--- src/design/ssi_pkg.sv ---
/*
 * ssi_pkg: constants, state codes and state structs for the serial link
 * lane lock, column deskew and link bring-up block.
 * Assumes a 10 MHz mclk and a classic Wishbone register bus.
 */
package ssi_pkg;
    localparam logic [7:0]  ADDR_CTRL      = 8'h00;
    localparam logic [7:0]  ADDR_STATUS    = 8'h04;
    localparam int          CTRL_REINIT    = 0;
    localparam int          CTRL_LANE2     = 1;
    localparam int          ST_LOCKED_LSB  = 0;
    localparam int          ST_ALL_LOCKED  = 4;
    localparam int          ST_DESKEWED    = 5;
    localparam int          ST_MISMATCH    = 6;
    localparam int          ST_LINK_UP     = 7;
    localparam int          ST_INIT_LSB    = 8;
    localparam int          ST_LANE2       = 10;
    localparam logic [6:0]  K_FURTHER      = 7'h7f;
    localparam logic [7:0]  V_RUN          = 8'hff;
    localparam logic [1:0]  I_LIMIT        = 2'h3;
    localparam logic [2:0]  A_COLUMNS      = 3'h4;
    localparam int          QUIET_US       = 120;
    localparam int          CLK_MHZ        = 10;
    localparam logic [10:0] QUIET_CYCLES   = 11'(QUIET_US * CLK_MHZ);

    typedef enum logic [2:0] {
        LN_UNLOCKED = 3'h0, LN_ACQ1 = 3'h1, LN_ACQ2 = 3'h2, LN_LOCKED = 3'h3,
        LN_ERR1 = 3'h4, LN_ERR2 = 3'h5, LN_ERR3 = 3'h6, LN_ERR4 = 3'h7
    } ssi_lane_e;

    typedef enum logic [2:0] {
        DK_NA = 3'h0, DK_NA1 = 3'h1, DK_NA2 = 3'h2, DK_AL = 3'h3,
        DK_AL1 = 3'h4, DK_AL2 = 3'h5, DK_AL3 = 3'h6
    } ssi_dsk_e;

    typedef enum logic [1:0] {
        IN_QUIET = 2'h0, IN_SEEK = 2'h1, IN_ACTIVE = 2'h2
    } ssi_init_e;

    typedef struct packed {
        ssi_lane_e  st;
        logic [6:0] kcnt;
        logic [1:0] icnt;
        logic [7:0] vcnt;
        logic       locked;
    } ssi_lane_s;

    typedef struct packed {
        ssi_dsk_e   st;
        logic [2:0] acnt;
        logic [1:0] mcnt;
        logic       deskewed;
        logic       mismatch;
    } ssi_dsk_s;

    typedef struct packed {
        logic [3:0] k;
        logic [3:0] inv;
        logic [3:0] a;
        logic [3:0] present;
        logic       clk;
    } ssi_pins_s;
endpackage

--- src/design/ssi_link_init.sv ---
/*
 * ssi_link_init: four lane lock machines, one column deskew machine and
 * the single-lane initialization machine, with a Wishbone register slave.
 * Assumes the lane decoder presents per-lane flags that are stable around
 * the rising edge of the sampled code-group clock, at most mclk/4.
 */
`timescale 1ns/1ps
module ssi_link_init (
    input  wire logic        mclk,
    input  wire logic        resetn,
    input  wire logic        wb_cyc_i,
    input  wire logic        wb_stb_i,
    input  wire logic        wb_we_i,
    input  wire logic [7:0]  wb_adr_i,
    input  wire logic [3:0]  wb_sel_i,
    input  wire logic [31:0] wb_dat_i,
    output logic      [31:0] wb_dat_o,
    output logic             wb_ack_o,
    input  wire logic        cg_clk,
    input  wire logic [3:0]  lane_k285,
    input  wire logic [3:0]  lane_invalid,
    input  wire logic [3:0]  lane_align,
    input  wire logic [3:0]  input_present,
    input  wire logic        tx_busy,
    output logic             lane02_drv_oe,
    output logic             lane13_drv_oe,
    output logic             link_up,
    output logic             receive_lane2,
    output logic             tx_send_idle,
    output logic             tx_grant,
    output logic [3:0]       lane_realign_en,
    output logic             deskew_adjust_en,
    output logic             column_mismatch
);

    typedef struct packed {
        ssi_pkg::ssi_pins_s      s1;
        ssi_pkg::ssi_pins_s      s2;
        logic                    clk_d;
        ssi_pkg::ssi_lane_s [3:0] lanes;
        ssi_pkg::ssi_dsk_s       dsk;
        ssi_pkg::ssi_init_e      init;
        logic [10:0]             qcnt;
        logic                    qdone;
        logic                    reinit_req;
        logic                    force_lane2;
        logic                    lane2;
        logic                    ack;
        logic [31:0]             rdata;
        logic                    oe02;
        logic                    oe13;
        logic                    up;
        logic                    idle;
        logic                    grant;
        logic [3:0]              realign;
        logic                    dsk_adj;
    } ssi_state_s;

    ssi_state_s st_reg;
    ssi_state_s st_next;

    function automatic ssi_pkg::ssi_lane_s lane_step(
        input ssi_pkg::ssi_lane_s l,
        input logic               k,
        input logic               inv,
        input logic               present
    );
        ssi_pkg::ssi_lane_s n;
        n = l;
        unique case (l.st)
            ssi_pkg::LN_UNLOCKED: begin
                n.kcnt   = 7'h00;
                n.locked = 1'b0;
                if (k && present && !inv) begin
                    n.st = ssi_pkg::LN_ACQ1;
                end
            end
            ssi_pkg::LN_ACQ1, ssi_pkg::LN_ACQ2: begin
                if (inv) begin
                    n.st   = ssi_pkg::LN_UNLOCKED;
                    n.kcnt = 7'h00;
                end else if (k) begin
                    if (l.kcnt == ssi_pkg::K_FURTHER - 7'h01) begin
                        n.st     = ssi_pkg::LN_LOCKED;
                        n.locked = 1'b1;
                        n.icnt   = 2'h0;
                    end else begin
                        n.kcnt = l.kcnt + 7'h01;
                        n.st   = ssi_pkg::LN_ACQ2;
                    end
                end else begin
                    n.st = ssi_pkg::LN_ACQ1;
                end
            end
            ssi_pkg::LN_LOCKED: begin
                n.locked = 1'b1;
                n.icnt   = 2'h0;
                if (inv) begin
                    n.st   = ssi_pkg::LN_ERR1;
                    n.icnt = 2'h1;
                    n.vcnt = 8'h00;
                end
            end
            default: begin
                // error tracking: state encodes invalid count and run phase
                if (inv) begin
                    n.vcnt = 8'h00;
                    if (l.icnt == ssi_pkg::I_LIMIT - 2'h1) begin
                        n.st     = ssi_pkg::LN_UNLOCKED;
                        n.icnt   = 2'h0;
                        n.locked = 1'b0;
                        n.kcnt   = 7'h00;
                    end else begin
                        n.icnt = l.icnt + 2'h1;
                        n.st   = ssi_pkg::LN_ERR3;
                    end
                end else if (l.vcnt == ssi_pkg::V_RUN - 8'h01) begin
                    n.vcnt = 8'h00;
                    n.icnt = l.icnt - 2'h1;
                    if (l.icnt == 2'h1) begin
                        n.st = ssi_pkg::LN_LOCKED;
                    end else begin
                        n.st = ssi_pkg::LN_ERR1;
                    end
                end else begin
                    n.vcnt = l.vcnt + 8'h01;
                    n.st   = (l.icnt == 2'h1) ? ssi_pkg::LN_ERR2 : ssi_pkg::LN_ERR4;
                end
            end
        endcase
        return n;
    endfunction

    logic       cg_edge;
    logic [3:0] locked_v;
    logic       all_locked;
    logic       col_all_a;
    logic       col_some_a;
    logic       sel_locked;
    logic       wb_req;

    always_comb begin
        st_next    = st_reg;
        st_next.s1 = '{k: lane_k285, inv: lane_invalid, a: lane_align,
                       present: input_present, clk: cg_clk};
        st_next.s2    = st_reg.s1;
        st_next.clk_d = st_reg.s2.clk;
        // only the second stage is looked at; the first may be metastable
        cg_edge = st_reg.s2.clk && !st_reg.clk_d;

        for (int i = 0; i < 4; i++) begin
            locked_v[i] = st_reg.lanes[i].locked;
            if (cg_edge) begin
                st_next.lanes[i] = lane_step(st_reg.lanes[i], st_reg.s2.k[i],
                                             st_reg.s2.inv[i],
                                             st_reg.s2.present[i]);
            end
            // one errored code-group never unlocks a lane in LN_LOCKED, so never realigns it; in LN_ACQ1 or LN_ACQ2 it does
            st_next.realign[i] = (st_next.lanes[i].st == ssi_pkg::LN_UNLOCKED);
        end
        all_locked = &locked_v;

        col_all_a  = &st_reg.s2.a;
        col_some_a = |st_reg.s2.a && !col_all_a;

        // single deskew machine, stepped once per column
        if (cg_edge) begin
            st_next.dsk.mismatch = col_some_a;
            unique case (st_reg.dsk.st)
                ssi_pkg::DK_NA: begin
                    st_next.dsk.acnt     = 3'h0;
                    st_next.dsk.deskewed = 1'b0;
                    if (all_locked && col_all_a) begin
                        st_next.dsk.st   = ssi_pkg::DK_NA1;
                        st_next.dsk.acnt = 3'h1;
                    end
                end
                ssi_pkg::DK_NA1, ssi_pkg::DK_NA2: begin
                    if (col_some_a || !all_locked) begin
                        st_next.dsk.st   = ssi_pkg::DK_NA;
                        st_next.dsk.acnt = 3'h0;
                    end else if (col_all_a) begin
                        if (st_reg.dsk.acnt == ssi_pkg::A_COLUMNS - 3'h1) begin
                            st_next.dsk.st       = ssi_pkg::DK_AL;
                            st_next.dsk.deskewed = 1'b1;
                            st_next.dsk.mcnt     = 2'h0;
                        end else begin
                            st_next.dsk.acnt = st_reg.dsk.acnt + 3'h1;
                            st_next.dsk.st   = ssi_pkg::DK_NA2;
                        end
                    end
                end
                ssi_pkg::DK_AL: begin
                    st_next.dsk.deskewed = 1'b1;
                    st_next.dsk.mcnt     = 2'h0;
                    if (!all_locked) begin
                        // lost lane lock clears deskewed one column late, since all_locked is taken from the registered lane state
                        st_next.dsk.st       = ssi_pkg::DK_NA;
                        st_next.dsk.deskewed = 1'b0;
                    end else if (col_some_a) begin
                        st_next.dsk.st   = ssi_pkg::DK_AL1;
                        st_next.dsk.mcnt = 2'h1;
                        st_next.dsk.acnt = 3'h0;
                    end
                end
                ssi_pkg::DK_AL1, ssi_pkg::DK_AL2, ssi_pkg::DK_AL3: begin
                    if (col_some_a || !all_locked) begin
                        st_next.dsk.st       = ssi_pkg::DK_NA;
                        st_next.dsk.deskewed = 1'b0;
                        st_next.dsk.acnt     = 3'h0;
                    end else if (col_all_a) begin
                        if (st_reg.dsk.acnt == ssi_pkg::A_COLUMNS - 3'h1) begin
                            st_next.dsk.st   = ssi_pkg::DK_AL;
                            st_next.dsk.mcnt = 2'h0;
                        end else begin
                            st_next.dsk.acnt = st_reg.dsk.acnt + 3'h1;
                            st_next.dsk.st   = (st_reg.dsk.st == ssi_pkg::DK_AL1) ?
                                               ssi_pkg::DK_AL2 : ssi_pkg::DK_AL3;
                        end
                    end
                end
                default: begin
                    st_next.dsk.st = ssi_pkg::DK_NA;
                end
            endcase
        end
        st_next.dsk_adj = (st_next.dsk.st == ssi_pkg::DK_NA);

        // quiet timer runs only while quiet and done is clear; done lasts one cycle and clears here
        st_next.qdone = 1'b0;
        st_next.qcnt  = 11'h000;
        if (st_reg.init == ssi_pkg::IN_QUIET && !st_reg.qdone) begin
            if (st_reg.qcnt == ssi_pkg::QUIET_CYCLES - 11'h001) begin
                st_next.qdone = 1'b1;
            end else begin
                st_next.qcnt = st_reg.qcnt + 11'h001;
            end
        end

        sel_locked = st_reg.force_lane2 ? locked_v[2] : (locked_v[0] | locked_v[2]);
        unique case (st_reg.init)
            ssi_pkg::IN_QUIET: begin
                if (st_reg.qdone) begin
                    st_next.init = ssi_pkg::IN_SEEK;
                end
            end
            ssi_pkg::IN_SEEK: begin
                if (sel_locked) begin
                    st_next.init  = ssi_pkg::IN_ACTIVE;
                    st_next.lane2 = st_reg.force_lane2 || !locked_v[0];
                end
            end
            ssi_pkg::IN_ACTIVE: begin
                if (!locked_v[st_reg.lane2 ? 2 : 0]) begin
                    st_next.init = ssi_pkg::IN_QUIET;
                end
            end
            default: begin
                st_next.init = ssi_pkg::IN_QUIET;
            end
        endcase
        if (st_reg.reinit_req) begin
            st_next.init       = ssi_pkg::IN_QUIET;
            st_next.reinit_req = 1'b0;
            st_next.qcnt       = 11'h000;
            st_next.qdone      = 1'b0;
        end

        // driver off in quiet; lanes 1 and 3 stay off in single-lane use
        st_next.oe02  = (st_next.init != ssi_pkg::IN_QUIET);
        st_next.oe13  = 1'b0;
        st_next.up    = (st_next.init == ssi_pkg::IN_ACTIVE);
        st_next.grant = st_next.up && tx_busy;
        st_next.idle  = !st_next.grant;

        // wishbone slave: one wait state, ack drops after one cycle
        wb_req        = wb_cyc_i && wb_stb_i && !st_reg.ack;
        st_next.ack   = wb_req;
        st_next.rdata = 32'h0000_0000;
        if (wb_req && wb_we_i && wb_sel_i[0] && wb_adr_i == ssi_pkg::ADDR_CTRL) begin
            // a set in the cycle the machine clears still lands
            if (wb_dat_i[ssi_pkg::CTRL_REINIT]) begin
                st_next.reinit_req = 1'b1;
            end
            st_next.force_lane2 = wb_dat_i[ssi_pkg::CTRL_LANE2];
        end
        if (wb_req && !wb_we_i) begin
            if (wb_adr_i == ssi_pkg::ADDR_CTRL) begin
                st_next.rdata[ssi_pkg::CTRL_REINIT] = st_reg.reinit_req;
                st_next.rdata[ssi_pkg::CTRL_LANE2]  = st_reg.force_lane2;
            end else if (wb_adr_i == ssi_pkg::ADDR_STATUS) begin
                st_next.rdata[ssi_pkg::ST_LOCKED_LSB +: 4] = locked_v;
                st_next.rdata[ssi_pkg::ST_ALL_LOCKED]      = all_locked;
                st_next.rdata[ssi_pkg::ST_DESKEWED]        = st_reg.dsk.deskewed;
                st_next.rdata[ssi_pkg::ST_MISMATCH]        = st_reg.dsk.mismatch;
                st_next.rdata[ssi_pkg::ST_LINK_UP]         = st_reg.up;
                st_next.rdata[ssi_pkg::ST_INIT_LSB +: 2]   = st_reg.init;
                st_next.rdata[ssi_pkg::ST_LANE2]           = st_reg.lane2;
            end
        end
    end

    always_ff @(posedge mclk or negedge resetn) begin
        if (!resetn) begin
            st_reg         <= '0;
            st_reg.idle    <= 1'b1;
            st_reg.realign <= 4'hf;
            st_reg.dsk_adj <= 1'b1;
        end else begin
            st_reg <= st_next;
        end
    end

    assign wb_dat_o         = st_reg.rdata;
    assign wb_ack_o         = st_reg.ack;
    assign lane02_drv_oe    = st_reg.oe02;
    assign lane13_drv_oe    = st_reg.oe13;
    assign link_up          = st_reg.up;
    assign receive_lane2    = st_reg.lane2;
    assign tx_send_idle     = st_reg.idle;
    assign tx_grant         = st_reg.grant;
    assign lane_realign_en  = st_reg.realign;
    assign deskew_adjust_en = st_reg.dsk_adj;
    assign column_mismatch  = st_reg.dsk.mismatch;

endmodule

--- config.mk ---
export PLATFORM = sky130hd
export DESIGN_NAME = ssi_link_init
export DESIGN_NICKNAME = d
export VERILOG_FILES = /design/src/design/ssi_pkg.sv /design/src/design/ssi_link_init.sv
export SDC_FILE = /design/constraint.sdc
export NUM_CORES = 1
export LEC_CHECK = 0
export ABC_AREA = 0
export BUFFER_PORTS_ARGS = -buffer_cell sky130_fd_sc_hd__buf_4
export CAP_MARGIN = 5
export CORE_MARGIN = 5
export CORE_UTILIZATION = 58
export DETAILED_ROUTE_END_ITERATION = 16
export PLACE_DENSITY = 0.8
export SLEW_MARGIN = 20
export SYNTH_ARGS = -nofsm -noshare
export SYNTH_HDL_FRONTEND = slang
export SYNTH_SLANG_ARGS = --single-unit
--- constraint.sdc ---
create_clock -name mclk -period 2.44 [get_ports mclk]
set_input_delay 0.244 -clock mclk [delete_from_list [all_inputs] [get_ports mclk]]
set_output_delay 0.244 -clock mclk [all_outputs]
set_load 0.03 [all_outputs]
==> flow_metrics.tcl, run 1 <==
set metrics [dict create \
    fin_hold_ws_ns 0.0238 \
    worst_ir_drop_vdd_mv 0.676 \
    synth-warning-count 0 \
    cp_slowest_stage_delay_ns 0.40 \
    min_period_ns 2.09 \
    grt_overflow_total 0 \
    crit_path_max_fanout 19 \
    synth_area_leader_cell "sky130_fd_sc_hd__dfrtp_1" \
    place_area_um2 9040 \
    drive_above_1_share_pct 13.9 \
    die-area_um2 17500 \
    ant_nets 0 \
    detailedPlacementHpwl_mm 11.5 \
    grt_max_degree 58 \
    hold_viol_final 0 \
    placement.setup.worst_slack_ns 0.293 \
    routed_wirelength_mm 16.6 \
    endpoint_kind "flip-flop" \
    clock_buffers_created_by_tritoncts 17 \
    synthTopCellsByCount "159 x sky130_fd_sc_hd__dfrtp_1, 78 x sky130_fd_sc_hd__nor2_1, 68 x sky130_fd_sc_hd__o21ai_0" \
    setup.worst_path.class "flip-flop to flip-flop" \
    number_of_maximum_capacitance_violations 0 \
    clock_insertion_delay_worst_skew_ns 0.43 \
    gp_routability_congestion 0.836 \
    post_cts_resized 0 \
    multi_input_area_um2 3990 \
    synth_top_flop_cell "sky130_fd_sc_hd__dfrtp_1" \
    worstSetupStartpointType "flip-flop" \
    powerDensity_nw_per_um2 784 \
    highest_clock_frequency_the_design_can_meet_mhz 479 \
    crit_chain "nor2b_2 -> buf_4 -> o21ai_0 -> nor3_1 -> a21oi_1 -> o21ai_0" \
    synthArstFlopShare_pct 100 \
    max_slew.worst_pin.slew_ns 0.985 \
    clock_path_buffers 2 \
    floorplan.die.width_um 132 \
    syn_area_um2 8660 \
    path_buf_inv 1 \
    core_box_area_um2 14600 \
    min-delay-path-class "input pin to flip-flop" \
    cp.arrival_ns 2.42 \
    detailedRoute.firstPassIterationCount 5 \
    start_util_pct 59.4 \
    final.fill_count 1117 \
    post-synth-top-area-fraction_pct 45.9 \
    report.final.setup_viol 0 \
    clock_tree.root_cell "sky130_fd_sc_hd__clkbuf_16" \
    syn2layout_area_growth_pct 13.4 \
    design_area_um2 9830 \
    nets 1058 \
    vias 6510 \
    ys_types 72 \
    synthTopCellsByArea "sky130_fd_sc_hd__dfrtp_1 46%, sky130_fd_sc_hd__ha_1 6.1%, sky130_fd_sc_hd__o21ai_0 3.9%" \
    final-max-slew-violation-count 0 \
    critPathTopFamily "simple AND/OR/NAND/NOR gates" \
    vias_cell 5.68 \
    timing.setup.tns_ns 0 \
    synth_seq_cells 165 \
    synth-edff-count 0 \
    ioPinCount 112 \
    cts_htree_levels 4 \
    layout_setup_ws_ns 0.351 \
    diodes 0 \
    core.rowCount 44 \
    slowest_stage "sky130_fd_sc_hd__o21ai_0" \
    run_status "finished, final reports clean" \
    sink_count 165 \
    iteration_0_drc_count_of_the_detailed_router 479 \
    cts_tree "done" \
    largest_reg_flops 120 \
    timing.clock.skew_ns 0.0100 \
    timing.critical_path.mode_cell "sky130_fd_sc_hd__o21ai_0" \
    ff_latch_area_um2 4140 \
    post-synth-top-count-cell "sky130_fd_sc_hd__dfrtp_1" \
    via_count_of_the_first_global_routing_pass 6161 \
    dieHeight_um 132 \
    syn_area_per_cell_um2 9.69 \
    synth-seq-area-share_pct 47.8 \
    synth_cells 894 \
    postLayoutCoreUtil_pct 67.4 \
    worst_slew_margin_rel_pct 33.6 \
    antenna_found_initial 0 \
    wl_per_cell_um 14.5 \
    track_usage_pct 19.5 \
    grt_first_pass_wirelength_mm 28.8 \
    period_share_pct 85.6 \
    worst-endpoint-required_ns 2.77 \
    leakagePower_nw 4.41 \
    clkTransAtPathRegs_ns 0.07 \
    buffer_ports.inserted 56 \
    drc_errors 0 \
    grt_setup_unrepaired "false" \
]
-- path summary, 6_finish.rpt --
kind	start	to	slack (ns)	cells after the start
max in group asynchronous	resetn	lane_realign_en[2]	1.36	3
worst max register to register	st_next[154]	st_reg[75]	0.35	6
worst min-delay path	wb_dat_i[0]	st_reg[45]	0.02	2
worst min register to register	st_next[157]	st_reg[157]	0.35	0
min in group asynchronous	resetn	st_reg[49]	0.34	2
worst max-delay path	st_next[154]	st_reg[75]	0.35	6
-- per-layer routing --
metal	GRT usage, %	part of all wire [%]
met1	26.2	46
met2	32.0	49
met3	4.69	3.9
met4	4.98	1.1
met5	0	0
-- logic make-up after synthesis --
group | Yosys count | synth area share, %
adders and majority gates | 42 | 6.07
buffers and inverters | 112 | 7.08
other | 1 | 0.0433
xor gates and xnor gates | 25 | 2.61
AOI/OAI and AO/OA | 215 | 16.0
muxes | 12 | 1.44
and+or+nand+nor | 322 | 19.0
DFF | 165 | 47.8
-- layout by cell type, fill, tap and decap left out, types with 6 or more instances in the layout --
cell type / synthesis / final
sky130_fd_sc_hd__dfrtp_1: 159 / 159
sky130_fd_sc_hd__nor2_1: 78 / 78
sky130_fd_sc_hd__o21ai_0: 68 / 68
sky130_fd_sc_hd__nand2_1: 65 / 65
sky130_fd_sc_hd__buf_4: 43 / 64
sky130_fd_sc_hd__nand3_1: 48 / 48
sky130_fd_sc_hd__a21oi_1: 46 / 46
sky130_fd_sc_hd__ha_1: 42 / 42
sky130_fd_sc_hd__inv_1: 40 / 40
sky130_fd_sc_hd__nor3_1: 26 / 26
sky130_fd_sc_hd__conb_1: 1 / 22
sky130_fd_sc_hd__o31ai_1: 21 / 21
sky130_fd_sc_hd__and3_1: 21 / 21
sky130_fd_sc_hd__dlygate4sd3_1: 0 / 20
sky130_fd_sc_hd__xnor2_1: 18 / 18
sky130_fd_sc_hd__clkbuf_16: 0 / 17
sky130_fd_sc_hd__nand4_1: 14 / 14
sky130_fd_sc_hd__nor2b_1: 11 / 10
sky130_fd_sc_hd__or3_1: 10 / 10
sky130_fd_sc_hd__o211ai_1: 9 / 9
sky130_fd_sc_hd__a31oi_1: 8 / 8
sky130_fd_sc_hd__nand2b_1: 8 / 8
sky130_fd_sc_hd__or4_1: 8 / 8
sky130_fd_sc_hd__mux2i_1: 8 / 8
sky130_fd_sc_hd__o21a_1: 6 / 6
sky130_fd_sc_hd__xor2_1: 6 / 6
sky130_fd_sc_hd__dfstp_2: 6 / 6
-- final cells by class --
cell class | count | area share [%]
Timing Repair Buffer | 87 | 7.45
Sequential cell | 165 | 42.1
Clock inverter | 15 | 1.62
Inverter | 40 | 1.53
Clock buffer | 17 | 4.33
Tap cell | 184 | 2.34
Multi-Input combinational cell | 638 | 40.6
-- what timing repair did --
item | CTS | global route
hold buffers | 20 | 0
endpoints found under the hold margin | 72 | 0
buffers inserted | 0 | 0
-- worst reg2reg max path: stages (launching register included) --
cell	delay (ns)
sky130_fd_sc_hd__dfrtp_1	0.37
sky130_fd_sc_hd__nor2b_2	0.39
sky130_fd_sc_hd__buf_4	0.33
sky130_fd_sc_hd__o21ai_0	0.40
sky130_fd_sc_hd__nor3_1	0.29
sky130_fd_sc_hd__a21oi_1	0.06
sky130_fd_sc_hd__o21ai_0	0.17
-- power breakdown --
part / switching (mW) / internal [mW] / total (mW)
combinational: 0.914 / 0.680 / 1.59
sequential: 0.428 / 3.05 / 3.48
clock: 1.17 / 1.45 / 2.63
total: 2.52 / 5.18 / 7.70
-- through the flow --
step                total power, mW  instances
floorplan                      4.69        915
global placement               5.00       1094
detailed placement             5.07       1094
CTS                            7.76       1146
global route                   8.17       1146
finish                         7.70       1146
Power figures use the tool's default switching activity.
==> run 2: changes to the inputs <==
CORE_ASPECT_RATIO = 1.1   (was default)
==> flow_metrics.tcl, run 2 (synthesis results as in run 1) <==
set metrics [dict create \
    run_status "finished, final reports clean" \
    min-delay-path-class "input pin to flip-flop" \
    grt_first_pass_wirelength_mm 29.2 \
    layout.cells.most_common "sky130_fd_sc_hd__dfrtp_1" \
    grt_max_degree 48 \
    via_count_of_the_first_global_routing_pass 6331 \
    sink_count 165 \
    powerDensity_nw_per_um2 816 \
    clock_buffers_created_by_tritoncts 17 \
    iteration_0_drc_count_of_the_detailed_router 405 \
    clock_tree.root_cell "sky130_fd_sc_hd__clkbuf_16" \
    die-area_um2 17500 \
    final-max-slew-violation-count 0 \
    detailedPlacementHpwl_mm 11.4 \
    grt_overflow_total 0 \
    final_cell_mix "159 x sky130_fd_sc_hd__dfrtp_1, 78 x sky130_fd_sc_hd__nor2_1, 68 x sky130_fd_sc_hd__o21ai_0" \
    core_box_area_um2 14600 \
    hold_start "wb_dat_i[0]" \
    critical_path.reg2reg.endpoint "st_reg[107]" \
    gp_routability_congestion 0.852 \
    core.rowCount 46 \
    timing.clock.skew_ns 0.00804 \
    routed_wirelength_mm 17.0 \
    whs_endpoint "st_reg[45]" \
    drc_errors 0 \
    leakagePower_nw 4.45 \
    max_slew.worst_pin.slew_ns 0.697 \
    final.fill_count 1070 \
    endpoint_kind "flip-flop" \
    cts_tree "done" \
    worstSetupStartpointType "flip-flop" \
    regToRegSetupSlack_ns 0.41 \
    diodes 0 \
    vias 6521 \
    clock_insertion_delay_worst_skew_ns 0.43 \
    worst-endpoint-required_ns 2.79 \
    period_share_pct 83.2 \
    antenna_found_initial 0 \
    postLayoutCoreUtil_pct 68.2 \
    start_util_pct 59.5 \
    r2r_cells 7 \
    number_of_stages_on_the_worst_hold_path 2 \
    ant_nets 0 \
    timing.rr.start "st_reg[100]" \
    hold_viol_final 0 \
    clock_path_buffers 2 \
    largest_reg_flops 120 \
    drive_above_1_share_pct 13.8 \
    nets 1059 \
    wl_per_cell_um 14.7 \
    dieHeight_um 138 \
    floorplan.die.width_um 127 \
    clkTransAtPathRegs_ns 0.06 \
    setup.worst_path.class "flip-flop to flip-flop" \
    crit_path_max_fanout 13 \
    timing.setup.tns_ns 0 \
    min_period_ns 2.03 \
    cts_post_setup_buffers_inserted 0 \
    grt_setup_unrepaired "false" \
    detailedRoute.firstPassIterationCount 5 \
    cts_htree_levels 4 \
    number_of_maximum_capacitance_violations 0 \
    highest_clock_frequency_the_design_can_meet_mhz 492 \
    worst_ir_drop_vdd_mv 0.522 \
    ioPinCount 112 \
    syn2layout_area_growth_pct 14.6 \
    worst_slew_margin_rel_pct 53.2 \
    p_total_mw 8.10 \
    buffer_ports.inserted 56 \
    vias_cell 5.65 \
    cp.arrival_ns 2.39 \
    track_usage_pct 19.9 \
    report.final.setup_viol 0 \
]
run 2: cell types whose count changed in the layout (fill, tap and decap cells not counted), moves of 2 or more:
cell and delta:
sky130_fd_sc_hd__inv_6 -2, sky130_fd_sc_hd__bufinv_16 +4, sky130_fd_sc_hd__clkbuf_8 +3, sky130_fd_sc_hd__clkbuf_1 +2
sky130_fd_sc_hd__inv_8 -5
run 2: critical path, cell delays in order (launching register included):
cell and delay (ns):
sky130_fd_sc_hd__dfrtp_1 0.41, sky130_fd_sc_hd__inv_1 0.11, sky130_fd_sc_hd__ha_1 0.22, sky130_fd_sc_hd__a21bo_2 0.16, sky130_fd_sc_hd__and3_4 0.20, sky130_fd_sc_hd__o21ai_1 0.24, sky130_fd_sc_hd__or4_1 0.54, sky130_fd_sc_hd__o21ai_1 0.09
run 2: worst max path at each step:
stage | from | to | slack, ns | cells after the start
global placement | st_reg[100] | st_reg[107] | 0.49 | 7
global route | st_reg[134] | lane_realign_en[3] | 0.20 | 10
detailed placement | st_reg[100] | st_reg[107] | 0.41 | 7
CTS | st_reg[100] | st_reg[107] | 0.41 | 7
finish | st_reg[100] | st_reg[107] | 0.41 | 7
floorplan | st_reg[100] | st_reg[107] | 0.61 | 7
run 2: what timing repair did:
action	CTS	global route
hold buffers	20	0
resized for setup	0	0
endpoints found under the hold margin	56	0
run 2: final cells by class:
type / instances / area, µm² / area share (%)
inverters: 40 / 150 / 1.51
repair buffers: 88 / 739 / 7.45
well taps: 192 / 240 / 2.42
clock buffers: 22 / 474 / 4.78
flip-flops and latches: 165 / 4140 / 41.7
multi-input cells: 638 / 3990 / 40.2
clock inverters: 10 / 193 / 1.94
run 2: per-stage QoR:
| stage | cells | hold WS [ns] | area (µm²) | setup slack [ns] |
|---|---|---|---|---|
| after global placement | 1103 | 0.166 | 9060 | 0.495 |
| final | 1155 | 0.0292 | 9930 | 0.409 |
| after CTS | 1155 | 0.0165 | 9930 | 0.413 |
| after global routing | 1155 | 0.0302 | 9930 | 0.201 |
| after detailed placement | 1103 | 0.169 | 9060 | 0.409 |
| after floorplan | 915 | -0.0516 | 8740 | 0.609 |
run 2: routing by layer:
metal | vias to the layer above | global-route usage, % | share of wire (%)
li1 | 3234 | - | -
met4 | 0 | 7.28 | 1.7
met3 | 24 | 4.20 | 3.4
met5 | - | 0 | 0
met2 | 133 | 33.9 | 52
met1 | 3130 | 25.0 | 43
run 2: power breakdown:
part           switching (mW)  internal [mW]
Combinational           0.922          0.695
Sequential              0.429           3.05
Clock                    1.10           1.91
Total                    2.45           5.66
==> run 3: changes to the inputs <==
ABC_AREA = 1   (was 0)
CORE_UTILIZATION = 53   (was 58)
PLACE_DENSITY = 0.77   (was 0.8)
clock period = 1.6 ns   (was 2.44 ns; I/O delays follow)
==> flow_metrics.tcl, run 3 <==
set metrics [dict create \
    place_area_um2 10100 \
    min-delay-path-class "input pin to flip-flop" \
    nets 1390 \
    leakagePower_nw 5.64 \
    hold_viol_final 0 \
    core.rowCount 50 \
    instances_no_fill 1502 \
    floorplan.die.width_um 135 \
    via_count_of_the_first_global_routing_pass 7320 \
    worst-endpoint-required_ns 1.97 \
    worstSetupStartpointType "flip-flop" \
    grt_max_degree 50 \
    wl_per_cell_um 13.6 \
    vias 7758 \
    largest_reg_flops 120 \
    clkTransAtPathRegs_ns 0.06 \
    buffer_ports.inserted 56 \
    clock_buffers_created_by_tritoncts 17 \
    detailedPlacementHpwl_mm 13.1 \
    layout.cells.most_common "sky130_fd_sc_hd__nand2_1" \
    cts_htree_levels 4 \
    vias_cell 5.17 \
    synth_cells 1099 \
    multi_input_area_um2 4460 \
    sink_count 165 \
    drc_errors 0 \
    clock_tree.root_cell "sky130_fd_sc_hd__clkbuf_16" \
    highest_clock_frequency_the_design_can_meet_mhz 555 \
    dieHeight_um 147 \
    postLayoutCoreUtil_pct 69.0 \
    drive_above_1_share_pct 28.9 \
    cts_tree "done" \
    antenna_found_initial 0 \
    synth-edff-count 0 \
    die-area_um2 19800 \
    diodes 0 \
    final_cell_mix "208 x sky130_fd_sc_hd__nand2_1, 157 x sky130_fd_sc_hd__buf_4, 150 x sky130_fd_sc_hd__dfrtp_1" \
    ant_nets 0 \
    synth_top_flop_cell "sky130_fd_sc_hd__dfrtp_1" \
    clock_path_buffers 2 \
    cp.arrival_ns 2.17 \
    ys_types 52 \
    syn2layout_area_growth_pct 28.9 \
    post-synth-top-area-fraction_pct 44.0 \
    placement.setup.worst_slack_ns -0.156 \
    min_period_ns 1.80 \
    timing.setup.tns_ns -1.06 \
    powerDensity_nw_per_um2 1220 \
    synth-seq-area-share_pct 45.8 \
    report.final.setup_viol 13 \
    synthTopCellsByCount "229 x sky130_fd_sc_hd__nand2_1, 159 x sky130_fd_sc_hd__dfrtp_1, 139 x sky130_fd_sc_hd__inv_1" \
    layout_setup_ws_ns -0.201 \
    design_area_um2 11600 \
    start_util_pct 53.5 \
    core_box_area_um2 16900 \
    timing.clock.skew_ns 0.0123 \
    synth-warning-count 0 \
    grt_setup_unrepaired "true" \
    grt_overflow_total 0 \
    iteration_0_drc_count_of_the_detailed_router 575 \
    ioPinCount 112 \
    period_share_pct 113 \
    post-synth-top-count-cell "sky130_fd_sc_hd__nand2_1" \
    endpoint_kind "flip-flop" \
    routed_wirelength_mm 20.4 \
    final-max-slew-violation-count 0 \
    final.fill_count 1266 \
    ff_latch_area_um2 4150 \
    synthArstFlopShare_pct 100 \
    failed_checks "negative setup slack" \
    grt_first_pass_wirelength_mm 31.9 \
    detailedRoute.firstPassIterationCount 6 \
    crit_path_max_fanout 2 \
    setup.worst_path.class "flip-flop to flip-flop" \
    synthTopCellsByArea "sky130_fd_sc_hd__dfrtp_1 44%, sky130_fd_sc_hd__nand2_1 9.5%, sky130_fd_sc_hd__ha_1 5.8%" \
    syn_area_um2 9040 \
    synth_seq_cells 165 \
    track_usage_pct 19.3 \
    run_status "complete, but fails checks" \
    clock_insertion_delay_worst_skew_ns 0.43 \
    worst_ir_drop_vdd_mv 0.838 \
    number_of_maximum_capacitance_violations 0 \
    post-place-cells 1406 \
    syn_area_per_cell_um2 8.22 \
    synth_area_leader_cell "sky130_fd_sc_hd__dfrtp_1" \
    gp_routability_congestion 0.908 \
]
run 3: changes by cell type after synthesis, sizes merged, moves of 12 or more:
cell and change:
a21oi -20, inv +114, xnor2 -12, o31ai -20, clkbuf -14, nand2 +178, and3 -19, nor2 +59
nand3 +27
run 3: timing repair:
action                                 4_1_cts  5_1_grt
hold buffers                                23        0
pin swaps                                    1       57
setup endpoints to repair                   10       78
endpoints found under the hold margin       64        0
gates cloned                                 0        3
resized for setup                           12      127
setup buffers                                2       36
run 3: per-stage QoR:
stage                     hold WS [ns]  total power, mW
final                            0.114             14.2
after global routing             0.120             15.1
after CTS                       0.0968             13.3
after detailed placement         0.125             9.13
after global placement           0.125             9.02
after floorplan                 -0.136             7.81
run 3: kinds of logic (layout without fill, tap and decap cells):
kind of cell               after synthesis  after routing  share of synthesized area (%)
buffers and inverters                  204            377                           10.4
and+or+nand+nor                        546            547                           28.5
adders and majority gates               42             42                           5.81
AOI/OAI and AO/OA                      122            122                           7.72
other                                    1             22                         0.0415
xor gates and xnor gates                19             19                           1.84
DFF                                    165            165                           45.8
run 3: critical path: stages, from the launching register on:
cell,delay (ns)
sky130_fd_sc_hd__dfrtp_1,0.37
sky130_fd_sc_hd__inv_1,0.10
sky130_fd_sc_hd__nor3_2,0.23
sky130_fd_sc_hd__nand4_1,0.18
sky130_fd_sc_hd__inv_2,0.14
sky130_fd_sc_hd__ha_4,0.21
sky130_fd_sc_hd__o21ai_2,0.12
sky130_fd_sc_hd__nand3_1,0.13
sky130_fd_sc_hd__o21ai_2,0.10
sky130_fd_sc_hd__nand2_1,0.07
sky130_fd_sc_hd__nor2_1,0.09
run 3: cell type report:
class | count | share of cell area [%]
sequential | 165 | 35.6
timing repair buffer | 190 | 13.8
clock inverter | 12 | 1.10
inverter | 155 | 5.13
clock buffer | 20 | 3.92
tap | 208 | 2.23
multi-input combinational | 752 | 38.3
run 3: where the power goes:
| part | total, mW | internal (mW) | leakage (nW) | switching [mW] |
|---|---|---|---|---|
| clock network | 4.04 | 2.37 | 0.278 | 1.66 |
| registers | 5.40 | 4.78 | 2.11 | 0.621 |
| logic | 4.80 | 2.08 | 3.25 | 2.73 |
| total | 14.2 | 9.23 | 5.64 | 5.01 |
run 3: path summary, 6_finish.rpt:
kind	startpoint	endpoint	slack [ns]	cells after the start
worst max-delay path	st_reg[139]	lane_realign_en[3]	-0.20	10
worst min-delay path	wb_adr_i[3]	wb_dat_o[10]	0.11	4
worst max register to register	st_reg[139]	lane_realign_en[3]	-0.20	10
worst min register to register	st_next[159]	st_reg[159]	0.34	0
max in group asynchronous	resetn	lane_realign_en[0]	0.70	3
min in group asynchronous	resetn	st_next[170]	0.24	2
run 3: routing by layer:
| layer | track usage, % | vias up | part of all wire, % |
|---|---|---|---|
| li1 | - | 3838 | - |
| met1 | 23.8 | 3679 | 42 |
| met2 | 34.2 | 206 | 52 |
| met3 | 3.36 | 35 | 4.0 |
| met4 | 6.87 | 0 | 1.7 |
| met5 | 0 | - | 0 |
